==> config.mk <==
export PLATFORM = sky130hd
export DESIGN_NAME = swm_switch_ctrl
export DESIGN_NICKNAME = d
export VERILOG_FILES = /design/src/include/swm_pkg.sv /design/src/swm_switch_ctrl.sv /design/src/swm_route_decode.sv /design/src/swm_aux_drive.sv
export SDC_FILE = /design/constraint.sdc
export NUM_CORES = 1
export LEC_CHECK = 0
export BUFFER_PORTS_ARGS = -buffer_cell sky130_fd_sc_hd__buf_2
export CAP_MARGIN = 0
export CORE_MARGIN = 2
export CORE_UTILIZATION = 40
export CTS_CLUSTER_DIAMETER = 50
export CTS_CLUSTER_SIZE = 16
export DETAILED_ROUTE_END_ITERATION = 8
export GPL_TIMING_DRIVEN = 0
export PLACE_DENSITY_LB_ADDON = 0.05
export RECOVER_POWER = 100
export SETUP_SLACK_MARGIN = 0.2
export SYNTH_ARGS = -nofsm -noshare
export SYNTH_HDL_FRONTEND = slang
export SYNTH_SLANG_ARGS = --single-unit
==> constraint.sdc <==
create_clock -name ref_clk -period 4.55 [get_ports ref_clk]
set_clock_uncertainty 0.15 [all_clocks]
set_input_delay 0.455 -clock ref_clk [delete_from_list [all_inputs] [get_ports ref_clk]]
set_output_delay 0.455 -clock ref_clk [all_outputs]
set_load 0.01 [all_outputs]
==> src/include/swm_pkg.sv <==
// Purpose: shared constants and types for the switch matrix control block
// Assumes: 8-bit registers, 7-bit serial target address
// Notes: register indices are the byte indices sent after the address byte
package swm_pkg;

    // ------------------------------------------------------------
    // register map
    // ------------------------------------------------------------
    localparam logic [7:0] SWM_IDX_ROUTING = 8'h00;
    localparam logic [7:0] SWM_IDX_AUX = 8'h01;
    localparam logic [7:0] SWM_ROUTING_RESET = 8'h00;
    localparam logic [7:0] SWM_AUX_RESET = 8'hAA;
    localparam logic [7:0] SWM_ROUTING_WMASK = 8'hFC;
    localparam logic [7:0] SWM_ROUTING_HARD = 8'h00;
    localparam logic [7:0] SWM_READ_UNMAPPED = 8'h00;

    // routing field positions
    localparam int SWM_B_EN_BIT = 7;
    localparam int SWM_B_SEL_HI = 6;
    localparam int SWM_B_SEL_LO = 5;
    localparam int SWM_A_EN_BIT = 4;
    localparam int SWM_A_SEL_HI = 3;
    localparam int SWM_A_SEL_LO = 2;

    // ------------------------------------------------------------
    // serial target
    // ------------------------------------------------------------
    localparam logic [3:0] SWM_ADDR_FIXED = 4'h7;
    localparam logic SWM_DIR_READ = 1'b1;
    localparam logic [2:0] SWM_BIT_LAST = 3'h7;
    localparam logic SWM_MODE_SERIAL = 1'b1;
    localparam int SWM_NPORT = 4;
    localparam int SWM_NAUX = 4;

    typedef struct packed {
        logic en;
        logic [1:0] sel;
    } swm_bank_s;

    typedef enum logic [2:0] {
        SWM_IDLE,
        SWM_ADDR,
        SWM_ACK_ADDR,
        SWM_INDEX,
        SWM_WDATA,
        SWM_ACK_W,
        SWM_TX,
        SWM_RACK
    } swm_i2c_e;

endpackage

==> src/swm_switch_ctrl.sv <==
// Purpose: control logic of a two-bank to four-port switch
// Assumes: serial pins are asynchronous and oversampled by ref_clk
// Notes: serial clock must be well below a quarter of ref_clk
`timescale 1ns/1ps

// Function
// - bank b disabled opens every b switch
// - bank b select picks port 0..3
// - routing register decodes like direct pins
// - same port: bank a wins, b floats
// - serial target accepts repeated start
// - address is 0111 plus three select pins
// - direction bit one reads, zero writes
// - aux output pairs: float bit, data bit
// - routing layout, bits 1:0 hardwired zero
// - mode pin picks pins or serial control
// - bank a enable and select route a
// - reset loads routing 00, aux AA
// - serial mode: shared pins out, b pins floated
module swm_switch_ctrl
    import swm_pkg::*;
(
    // clock and reset
    input wire logic ref_clk,
    input wire logic resetn,
    // mode and address straps
    input wire logic mode_pin,
    input wire logic addr_select_pin_2,
    input wire logic addr_select_pin_1,
    input wire logic addr_select_pin_0,
    // serial bus
    input wire logic scl_in,
    input wire logic sda_in,
    output logic sda_out,
    output logic sda_oe,
    // shared direct-control pins, inputs in direct mode
    input wire logic bank_a_select_lo_pin,
    input wire logic bank_a_select_hi_pin,
    input wire logic bank_a_enable_pin,
    input wire logic bank_b_select_lo_pin,
    // direct-control only pins
    input wire logic bank_b_select_hi_pin,
    input wire logic bank_b_enable_pin,
    // aux outputs on the shared pins
    output logic aux_out_0,
    output logic aux_out_0_oe,
    output logic aux_out_1,
    output logic aux_out_1_oe,
    output logic aux_out_2,
    output logic aux_out_2_oe,
    output logic aux_out_3,
    output logic aux_out_3_oe,
    // switch closures per common port
    output logic [SWM_NPORT-1:0] bank_a_to_port,
    output logic [SWM_NPORT-1:0] bank_b_to_port
);

    // ------------------------------------------------------------
    // reset release
    // ------------------------------------------------------------
    logic [1:0] rst_sync_q;
    logic rst_n;

    always_ff @(posedge ref_clk or negedge resetn) begin
        if (!resetn) begin
            rst_sync_q <= 2'h0;
        end else begin
            rst_sync_q <= {rst_sync_q[0], 1'b1};
        end
    end
    assign rst_n = rst_sync_q[1];

    // ------------------------------------------------------------
    // pin synchronisers
    // ------------------------------------------------------------
    localparam int NSYNC = 12;
    logic [NSYNC-1:0] pins_raw;
    logic [NSYNC-1:0] meta_q;
    logic [NSYNC-1:0] sync_q;
    logic scl_prev_q;
    logic sda_prev_q;

    assign pins_raw = {mode_pin, addr_select_pin_2, addr_select_pin_1, addr_select_pin_0,
                       bank_b_enable_pin, bank_b_select_hi_pin, bank_b_select_lo_pin,
                       bank_a_enable_pin, bank_a_select_hi_pin, bank_a_select_lo_pin,
                       scl_in, sda_in};

    // idle bus lines are high, so they reset high
    always_ff @(posedge ref_clk or negedge rst_n) begin
        if (!rst_n) begin
            meta_q <= 12'h003;
            sync_q <= 12'h003;
            scl_prev_q <= 1'b1;
            sda_prev_q <= 1'b1;
        end else begin
            meta_q <= pins_raw;
            sync_q <= meta_q;
            scl_prev_q <= sync_q[1];
            sda_prev_q <= sync_q[0];
        end
    end

    logic serial_mode;
    logic [2:0] addr_pins;
    logic scl_s;
    logic sda_s;
    swm_bank_s pin_a;
    swm_bank_s pin_b;

    assign serial_mode = (sync_q[11] == SWM_MODE_SERIAL);
    assign addr_pins = sync_q[10:8];
    assign pin_b = swm_bank_s'(sync_q[7:5]);
    assign pin_a = swm_bank_s'(sync_q[4:2]);
    assign scl_s = sync_q[1];
    assign sda_s = sync_q[0];

    // ------------------------------------------------------------
    // bus events
    // ------------------------------------------------------------
    logic scl_rise;
    logic scl_fall;
    logic start_ev;
    logic stop_ev;

    assign scl_rise = scl_s && !scl_prev_q;
    assign scl_fall = !scl_s && scl_prev_q;
    // a start seen in any state restarts the frame, so a repeated start works
    assign start_ev = scl_s && scl_prev_q && sda_prev_q && !sda_s;
    assign stop_ev = scl_s && scl_prev_q && !sda_prev_q && sda_s;

    // ------------------------------------------------------------
    // target state machine
    // ------------------------------------------------------------
    swm_i2c_e st_q;
    logic [2:0] bit_q;
    logic [7:0] shift_q;
    logic [7:0] idx_q;
    logic full_q;
    logic rd_q;
    logic acked_q;
    logic oe_q;
    logic [7:0] routing_q;
    logic [7:0] aux_q;

    logic addr_hit;
    logic [7:0] rd_data;
    logic wr_en;

    assign addr_hit = (shift_q[7:1] == {SWM_ADDR_FIXED, addr_pins});
    assign rd_data = (idx_q == SWM_IDX_ROUTING) ? routing_q :
                     (idx_q == SWM_IDX_AUX) ? aux_q : SWM_READ_UNMAPPED;
    assign wr_en = (st_q == SWM_WDATA) && scl_fall && full_q;

    always_ff @(posedge ref_clk or negedge rst_n) begin
        if (!rst_n) begin
            st_q <= SWM_IDLE;
            bit_q <= 3'h0;
            shift_q <= 8'h00;
            idx_q <= 8'h00;
            full_q <= 1'b0;
            rd_q <= 1'b0;
            acked_q <= 1'b0;
            oe_q <= 1'b0;
        end else if (start_ev) begin
            st_q <= SWM_ADDR;
            bit_q <= 3'h0;
            full_q <= 1'b0;
            oe_q <= 1'b0;
        end else if (stop_ev) begin
            st_q <= SWM_IDLE;
            oe_q <= 1'b0;
        end else begin
            unique case (st_q)
                SWM_IDLE: begin
                    oe_q <= 1'b0;
                end
                SWM_ADDR, SWM_INDEX, SWM_WDATA: begin
                    if (scl_rise && !full_q) begin
                        shift_q <= {shift_q[6:0], sda_s};
                        bit_q <= bit_q + 3'h1;
                        full_q <= (bit_q == SWM_BIT_LAST);
                    end else if (scl_fall && full_q) begin
                        full_q <= 1'b0;
                        oe_q <= 1'b1;
                        if (st_q == SWM_ADDR) begin
                            if (addr_hit) begin
                                rd_q <= (shift_q[0] == SWM_DIR_READ);
                                st_q <= SWM_ACK_ADDR;
                            end else begin
                                oe_q <= 1'b0;
                                st_q <= SWM_IDLE;
                            end
                        end else begin
                            if (st_q == SWM_INDEX) begin
                                idx_q <= shift_q;
                            end else begin
                                idx_q <= idx_q + 8'h01;
                            end
                            st_q <= SWM_ACK_W;
                        end
                    end
                end
                SWM_ACK_ADDR: begin
                    if (scl_fall) begin
                        if (rd_q) begin
                            shift_q <= rd_data;
                            oe_q <= !rd_data[7];
                            bit_q <= 3'h0;
                            st_q <= SWM_TX;
                        end else begin
                            oe_q <= 1'b0;
                            st_q <= SWM_INDEX;
                        end
                    end
                end
                SWM_ACK_W: begin
                    if (scl_fall) begin
                        oe_q <= 1'b0;
                        st_q <= SWM_WDATA;
                    end
                end
                SWM_TX: begin
                    if (scl_fall) begin
                        bit_q <= bit_q + 3'h1;
                        if (bit_q == SWM_BIT_LAST) begin
                            oe_q <= 1'b0;
                            idx_q <= idx_q + 8'h01;
                            st_q <= SWM_RACK;
                        end else begin
                            shift_q <= {shift_q[6:0], 1'b0};
                            oe_q <= !shift_q[6];
                        end
                    end
                end
                SWM_RACK: begin
                    if (scl_rise) begin
                        acked_q <= !sda_s;
                    end else if (scl_fall) begin
                        // a refused byte ends the read, the bus is released
                        if (acked_q) begin
                            shift_q <= rd_data;
                            oe_q <= !rd_data[7];
                            bit_q <= 3'h0;
                            st_q <= SWM_TX;
                        end else begin
                            st_q <= SWM_IDLE;
                        end
                    end
                end
            endcase
        end
    end

    // ------------------------------------------------------------
    // registers
    // ------------------------------------------------------------
    always_ff @(posedge ref_clk or negedge rst_n) begin
        if (!rst_n) begin
            routing_q <= SWM_ROUTING_RESET;
            aux_q <= SWM_AUX_RESET;
        end else if (wr_en && (idx_q == SWM_IDX_ROUTING)) begin
            // low bits stay hardwired, writes to them are dropped
            routing_q <= (shift_q & SWM_ROUTING_WMASK) | SWM_ROUTING_HARD;
        end else if (wr_en && (idx_q == SWM_IDX_AUX)) begin
            aux_q <= shift_q;
        end
    end

    // ------------------------------------------------------------
    // route selection and decode
    // ------------------------------------------------------------
    swm_bank_s reg_a;
    swm_bank_s reg_b;
    swm_bank_s use_a;
    swm_bank_s use_b;
    logic [SWM_NPORT-1:0] a_close;
    logic [SWM_NPORT-1:0] b_close;
    logic [SWM_NAUX-1:0] aux_val;
    logic [SWM_NAUX-1:0] aux_oe;

    assign reg_b = {routing_q[SWM_B_EN_BIT], routing_q[SWM_B_SEL_HI:SWM_B_SEL_LO]};
    assign reg_a = {routing_q[SWM_A_EN_BIT], routing_q[SWM_A_SEL_HI:SWM_A_SEL_LO]};
    // register fields feed the same decoder as the pins
    assign use_a = serial_mode ? reg_a : pin_a;
    assign use_b = serial_mode ? reg_b : pin_b;

    swm_route_decode u_decode (
        .bank_a(use_a),
        .bank_b(use_b),
        .a_close(a_close),
        .b_close(b_close)
    );

    swm_aux_drive u_aux (
        .serial_mode(serial_mode),
        .aux_reg(aux_q),
        .aux_val(aux_val),
        .aux_oe(aux_oe)
    );

    // ------------------------------------------------------------
    // output registers
    // ------------------------------------------------------------
    // one extra cycle of latency keeps every output glitch free
    always_ff @(posedge ref_clk or negedge rst_n) begin
        if (!rst_n) begin
            bank_a_to_port <= '0;
            bank_b_to_port <= '0;
            {aux_out_3, aux_out_2, aux_out_1, aux_out_0} <= 4'h0;
            {aux_out_3_oe, aux_out_2_oe, aux_out_1_oe, aux_out_0_oe} <= 4'h0;
            sda_out <= 1'b0;
            sda_oe <= 1'b0;
        end else begin
            bank_a_to_port <= a_close;
            bank_b_to_port <= b_close;
            {aux_out_3, aux_out_2, aux_out_1, aux_out_0} <= aux_val;
            {aux_out_3_oe, aux_out_2_oe, aux_out_1_oe, aux_out_0_oe} <= aux_oe;
            sda_out <= 1'b0;
            sda_oe <= oe_q;
        end
    end

endmodule // swm_switch_ctrl

==> src/swm_route_decode.sv <==
// Purpose: decode two bank routes into per-port closures
// Assumes: inputs already chosen from pins or register
// Notes: purely combinational, the top registers the result
`timescale 1ns/1ps
module swm_route_decode
    import swm_pkg::*;
(
    // bank requests
    input wire swm_bank_s bank_a,
    input wire swm_bank_s bank_b,
    // closures, one bit per common port
    output logic [SWM_NPORT-1:0] a_close,
    output logic [SWM_NPORT-1:0] b_close
);

    logic clash;

    // bank a wins a shared port, bank b floats
    assign clash = bank_a.en && (bank_a.sel == bank_b.sel);

    genvar p;
    generate
        for (p = 0; p < SWM_NPORT; p++) begin : g_port
            assign a_close[p] = bank_a.en && (bank_a.sel == 2'(p));
            assign b_close[p] = bank_b.en && (bank_b.sel == 2'(p)) && !clash;
        end
    endgenerate

endmodule // swm_route_decode

==> src/swm_aux_drive.sv <==
// Purpose: map the aux output register onto four tri-state outputs
// Assumes: serial mode flag is synchronous to the caller
// Notes: combinational, the top registers the result
`timescale 1ns/1ps
module swm_aux_drive
    import swm_pkg::*;
(
    // control
    input wire logic serial_mode,
    input wire logic [7:0] aux_reg,
    // outputs
    output logic [SWM_NAUX-1:0] aux_val,
    output logic [SWM_NAUX-1:0] aux_oe
);

    genvar i;
    generate
        for (i = 0; i < SWM_NAUX; i++) begin : g_aux
            // upper bit of each pair floats the output
            assign aux_oe[i] = serial_mode && !aux_reg[2*i+1];
            assign aux_val[i] = aux_reg[2*i];
        end
    endgenerate

endmodule // swm_aux_drive

Word-level counts from Yosys, hierarchy flattened
Index checks and enable logic that the tools add are counted.
- add/subtract/negate cells: 2
- equality and inequality tests: 46
- muxes and demuxes: 65
- bitwise gates (word level): 4
- reduce and logical (&&, ||, !) cells: 62
- operators with widths (cell ; count):
    8-bit 2-to-1 mux ; 16
    3-bit 2-to-1 mux ; 24
    4-bit != test, second input constant ; 9
    8-bit one-hot mux with 4 select lines ; 1
    1-bit logical AND ; 30
    2-bit != test, second input constant ; 13
    3-bit != test, second input constant ; 7
    1-bit 2-to-1 mux ; 19
    9-bit AND reduction ; 2
    8-bit one-hot mux with 2 select lines ; 1
    8-bit AND reduction ; 2
    3-bit equality test, second input constant ; 5
    3-bit one-hot mux with 5 select lines ; 1
    1-bit logical NOT ; 12
    3-bit one-hot mux with 4 select lines ; 1
    11-bit AND reduction ; 1
    8-bit by 1-bit adder with 8-bit output, second input constant ; 1
    2-bit equality test, second input constant ; 4
    8-bit by 1-bit equality test with 1-bit output, second input constant ; 1
    8-bit logical NOT ; 1
    7-bit by 6-bit equality test with 1-bit output ; 1
    7-bit AND reduction ; 1
    7-bit nonzero test ; 1
    3-bit by 2-bit equality test with 1-bit output, second input constant ; 2
    other kinds (17) ; 23
- register bits: 85
- input port bits: 14
- output and inout bits: 18
- word-level logic and storage cells: 205

Logic depth before layout (Yosys ltp)
- depth after elaboration: 10
- gate-level depth with buffers: 8

Cells and area by module
Synthesis repeated with hierarchy kept, for this count alone.
- cell total of the unflattened synthesis: 338
- area total of the unflattened synthesis: 3868.7 um2
- modules (own cells, without submodules) (module ; times used ; cells an instance ; area each (um2) ; seq. area each (um2)):
    swm_switch_ctrl ; 1 ; 319 ; 3708.6 ; 2139.6
    swm_route_decode ; 1 ; 11 ; 95.1 ; 0.0
    swm_aux_drive ; 1 ; 8 ; 65.1 ; 0.0

Least setup slack after synthesis
OpenSTA, ideal clock, no wires.
- path kind: register -> register
- start point: register bit_q[0]
- end point: register shift_q[2]
- setup time: 0.125 ns
- data arrival time: 1.930 ns
- required time: 4.275 ns
- slack: 2.345 ns
- cell stages (with the launch flop): 8
- path buffers: 0
- period minus slack after synthesis: 2.205 ns
- cells stage by stage: dfrtp_1 -> ha_1 -> ha_1 -> inv_1 -> mux2i_1 -> a21o_1 -> a211oi_4 -> mux2_4
- word-level cells in the longest chain between the ends: 3
- ends and longest elaborated chain (what ; RTL line ; source):
    start: declaration ; swm_switch_ctrl.sv:135 ; logic [2:0] bit_q;
    start signal: assignment ; swm_switch_ctrl.sv:180 ; bit_q <= bit_q + 3'h1;
    start signal: assignment ; swm_switch_ctrl.sv:224 ; bit_q <= bit_q + 3'h1;
    3-bit equality test ; swm_switch_ctrl.sv:225 ; if (bit_q == SWM_BIT_LAST) begin
    2-bit != test (no source line) ; - ;
    11-bit AND reduction (no source line) ; - ;
    end signal: assignment ; swm_switch_ctrl.sv:206 ; shift_q <= rd_data;
    end signal: assignment ; swm_switch_ctrl.sv:230 ; shift_q <= {shift_q[6:0], 1'b0};
    end signal: assignment ; swm_switch_ctrl.sv:241 ; shift_q <= rd_data;
    end: declaration ; swm_switch_ctrl.sv:136 ; logic [7:0] shift_q;
Every way passes these cells.
A chain may end at the register's enable or synchronous reset.

Worst setup path in the final report
- start point: register bit_q[0]
- end point: register shift_q[4]
The elaborated chain is that of the path after synthesis.

==> out/metrics.cfg <==
[drt]
drtAntennaViolNets = 0
routed_via_density = 5.06
routedWlPerCell_um = 15.1
detailed_route_drc_error_count = 0
detail_route.first_pass.iterations = 5
vias = 2609
wirelength_um = 7810
initialDrtViolationCount = 178

[power]
total_power_uw = 1530
worst_vdd_ir_mv = 0.175
p_leak_uw = 0.00188
power.density_cell_area_nw_per_um2 = 353

[yosys]
syn-cell-area_um2 = 3820
synth_fp_nets = 358
gate_count_of_the_mapped_netlist = 339
async_flop_share = 1.00
synth.yosys.warnings = 0
post_synth.cell_area_avg_um2 = 11.3
synth_sequential_area_ratio = 0.560
most_instantiated_flip_flop_cell_in_the_synthesis_netlist = sky130_fd_sc_hd__dfrtp_1
yosys_register_bits = 85
synth_edf_count = 0
synth.distinct_cells = 56

[cts]
cts_inserted_buffers = 9
htree_num_levels = 3
clk_latency_ns = 0.35
post_cts_resized = 0
ctsLongestPathBuffers = 2
clockRootBuffer = sky130_fd_sc_hd__clkbuf_8
clock_sinks = 85
clk_pin_slew_ns = 0.09
cts.repair_timing.setup_buffer_count = 0
cts_tree = done
cts.hold.buffers_added = 1

[placement]
pre_cts_slack_ns = 2.09
place_congestion = 0.825
placement.io_buffers = 30
detailedPlacementHpwl_um = 5450

[worst_setup_path]
critical_path.endpoint = shift_q[4]
crit_path_start_kind = register
timing.critical_path.fanout_max = 8
worst_ep_arrival_time_ns = 3.33
combined_buffer_and_inverter_count_along_the_critical_path = 1
crit-reg2reg-capture = shift_q[4]
critical_path.most_common_cell = sky130_fd_sc_hd__ha_1
worst_path_dominant_cell_family = compound AO/OA/AOI/OAI gates
worst_setup_path_startpoint = bit_q[0]
crit-reg2reg-launch = bit_q[0]
cp_data_required_time_ns = 4.64
timing.critical_path.cells = ha_1 > ha_1 > inv_1 > mux2i_1 > a21o_1 > a211oi_1 > mux2_1
r2r_cells = 7
worstSetupEndpointType = register
crit_cells = 7
worst-r2r-setup-slack_ns = 1.31
critical_path.max_stage_delay_ns = 1.36
timing.setup.critical_path_class = reg -> reg
critPathSlowestCell = sky130_fd_sc_hd__a211oi_1

[sta]
max_clock_freq_mhz = 308
timing_max_transition_violations_final = 9
report.final.setup_viol = 0
setup_ws_ns = 1.31
tightest_slew_ns = 1.72
rsz0062_at_grt = false
fin_crit_sh = 0.713
max_slew_margin = -0.155
totalNegativeSetupSlack_ns = 0
whs_ns = 0.0464
period_minus_slack_ns = 3.24
report.final.hold_viol_count = 0

[global_route]
maximum_number_of_pins_on_one_net_before_global_route_repair = 60
total_overflow_reported_by_the_global_router = 0
grt_antenna_before_repair = 0
globalRouteTotalUtil = 0.167
via_count_of_the_first_global_routing_pass = 2473
grt_pass1_wl_um = 13100

[finish]
nNetsFinal = 401
layout-area-overhead-vs-synth_pct = 13.2
post_route_cells_drive_above_1_share = 0.171
most_frequent_cells_in_the_layout = 75 x sky130_fd_sc_hd__dfrtp_1, 37 x sky130_fd_sc_hd__nand2_1, 32 x sky130_fd_sc_hd__clkbuf_1
mostFrequentLayoutCell = sky130_fd_sc_hd__dfrtp_1
antennaDiodeCount = 0

[worst_hold_path]
worstHoldStart = sda_in
hp-class = in -> reg

[floorplan]
io_pins = 32
die_x_um = 102
core_um2 = 9240
initial_utilization = 0.413
die_y_um = 102
core.rowCount = 35
die-area_um2 = 10300

[job]
max_cap_violations = 1

[outcome]
outcome = finished with violations
failed_checks = max-capacitance violations, max-slew violations

==> logic make-up after synthesis <==
| logic type | count (synthesis) | synth area share |
|---|---|---|
| buffers and inverters | 28 | 0.0324 |
| AND/OR/NAND/NOR | 104 | 0.131 |
| other | 2 | 0.00197 |
| flip-flops | 85 | 0.560 |
| XOR/XNOR | 6 | 0.0138 |
| multiplexers | 36 | 0.111 |
| adder cells (fa/ha/maj) | 5 | 0.0164 |
| AO/OA/AOI/OAI | 73 | 0.133 |
==> per-stage QoR <==
stage / instance area [um^2] / utilization / cells
final: 4330 / 0.468 / 516
after global routing: 4330 / 0.468 / 516
after CTS: 4380 / 0.474 / 516
after detailed placement: 4160 / 0.451 / 499
after global placement: 4130 / 0.447 / 498
after floorplan: 3820 / - / 339
==> layer usage <==
layer  up-vias  global-route usage  wire length [um]
li1       1287                   -                 -
met1      1263               0.266              4200
met2        48               0.217              3170
met3        11              0.0311               296
met4         0              0.0686               140
met5         -                   0                 0
==> worst register-to-register path, cell delays in order (launching register included) <==
cell                       delay [ns]
sky130_fd_sc_hd__dfrtp_1         0.40
sky130_fd_sc_hd__ha_1            0.21
sky130_fd_sc_hd__ha_1            0.25
sky130_fd_sc_hd__inv_1           0.11
sky130_fd_sc_hd__mux2i_1         0.08
sky130_fd_sc_hd__a21o_1          0.18
sky130_fd_sc_hd__a211oi_1        1.36
sky130_fd_sc_hd__mux2_1          0.40
==> how the worst min path moves through the flow <==
| stage | cells after the start | end | slack, ns |
|---|---|---|---|
| after floorplan | 0 | rst_sync_q[0] | 0.009 |
| after global placement | 1 | rst_sync_q[0] | 0.09 |
| after detailed placement | 1 | rst_sync_q[0] | 0.09 |
| after CTS | 1 | meta_q[1] | 0.03 |
| after global routing | 1 | meta_q[4] | 0.02 |
| final | 1 | meta_q[0] | 0.05 |
==> power breakdown <==
group | total [uW] | switching (uW) | internal, uW | leakage (uW)
logic | 142 | 74.3 | 68.0 | 0.000693
clock network | 551 | 288 | 263 | 0.000107
registers | 831 | 38.6 | 793 | 0.00108
==> cell usage after synthesis, types with 3 or more instances <==
cell type | instances | share of area
sky130_fd_sc_hd__dfrtp_1 | 75 | 0.49
sky130_fd_sc_hd__nand2_1 | 37 | 0.036
sky130_fd_sc_hd__nor2_1 | 27 | 0.027
sky130_fd_sc_hd__o21ai_0 | 23 | 0.030
sky130_fd_sc_hd__mux2_2 | 16 | 0.047
sky130_fd_sc_hd__clkbuf_1 | 10 | 0.0098
sky130_fd_sc_hd__dfstp_2 | 10 | 0.069
sky130_fd_sc_hd__a21oi_1 | 9 | 0.012
sky130_fd_sc_hd__mux2i_1 | 9 | 0.024
sky130_fd_sc_hd__nor2b_1 | 9 | 0.015
sky130_fd_sc_hd__inv_1 | 8 | 0.0079
sky130_fd_sc_hd__mux2_4 | 8 | 0.031
sky130_fd_sc_hd__buf_2 | 6 | 0.0079
sky130_fd_sc_hd__nand2b_1 | 6 | 0.0098
sky130_fd_sc_hd__nand3_1 | 6 | 0.0079
sky130_fd_sc_hd__a22o_1 | 5 | 0.011
sky130_fd_sc_hd__ha_1 | 5 | 0.016
sky130_fd_sc_hd__o31ai_1 | 5 | 0.0098
sky130_fd_sc_hd__xor2_1 | 5 | 0.011
sky130_fd_sc_hd__a31oi_1 | 4 | 0.0065
sky130_fd_sc_hd__a211oi_1 | 3 | 0.0059
sky130_fd_sc_hd__mux2_1 | 3 | 0.0088
sky130_fd_sc_hd__nor3_1 | 3 | 0.0039
sky130_fd_sc_hd__o22a_1 | 3 | 0.0069
==> final cells by class <==
| cell class | count | area [um^2] |
|---|---|---|
| buffer | 18 | 81.3 |
| clock buffer | 9 | 124 |
| clock inverter | 7 | 81.3 |
| fill | 877 | 4910 |
| inverter | 10 | 37.5 |
| multi-input combinational | 226 | 1540 |
| sequential | 85 | 2140 |
| tap | 129 | 161 |
| timing repair buffer | 32 | 165 |
==> state kept, by name, indices dropped and copies added (netlist names), 2 cells and up <==
| signal | cells |
|---|---|
| bit_q | 3 |
| sync_q | 12 |
| idx_q | 8 |
| rst_sync_q | 2 |
| meta_q | 12 |
| st_q | 3 |
| aux_q | 8 |
| bank_a_to_port | 4 |
| routing_q | 6 |
| bank_b_to_port | 4 |
| shift_q | 8 |
Note: power is estimated with default switching activity, not from simulation.
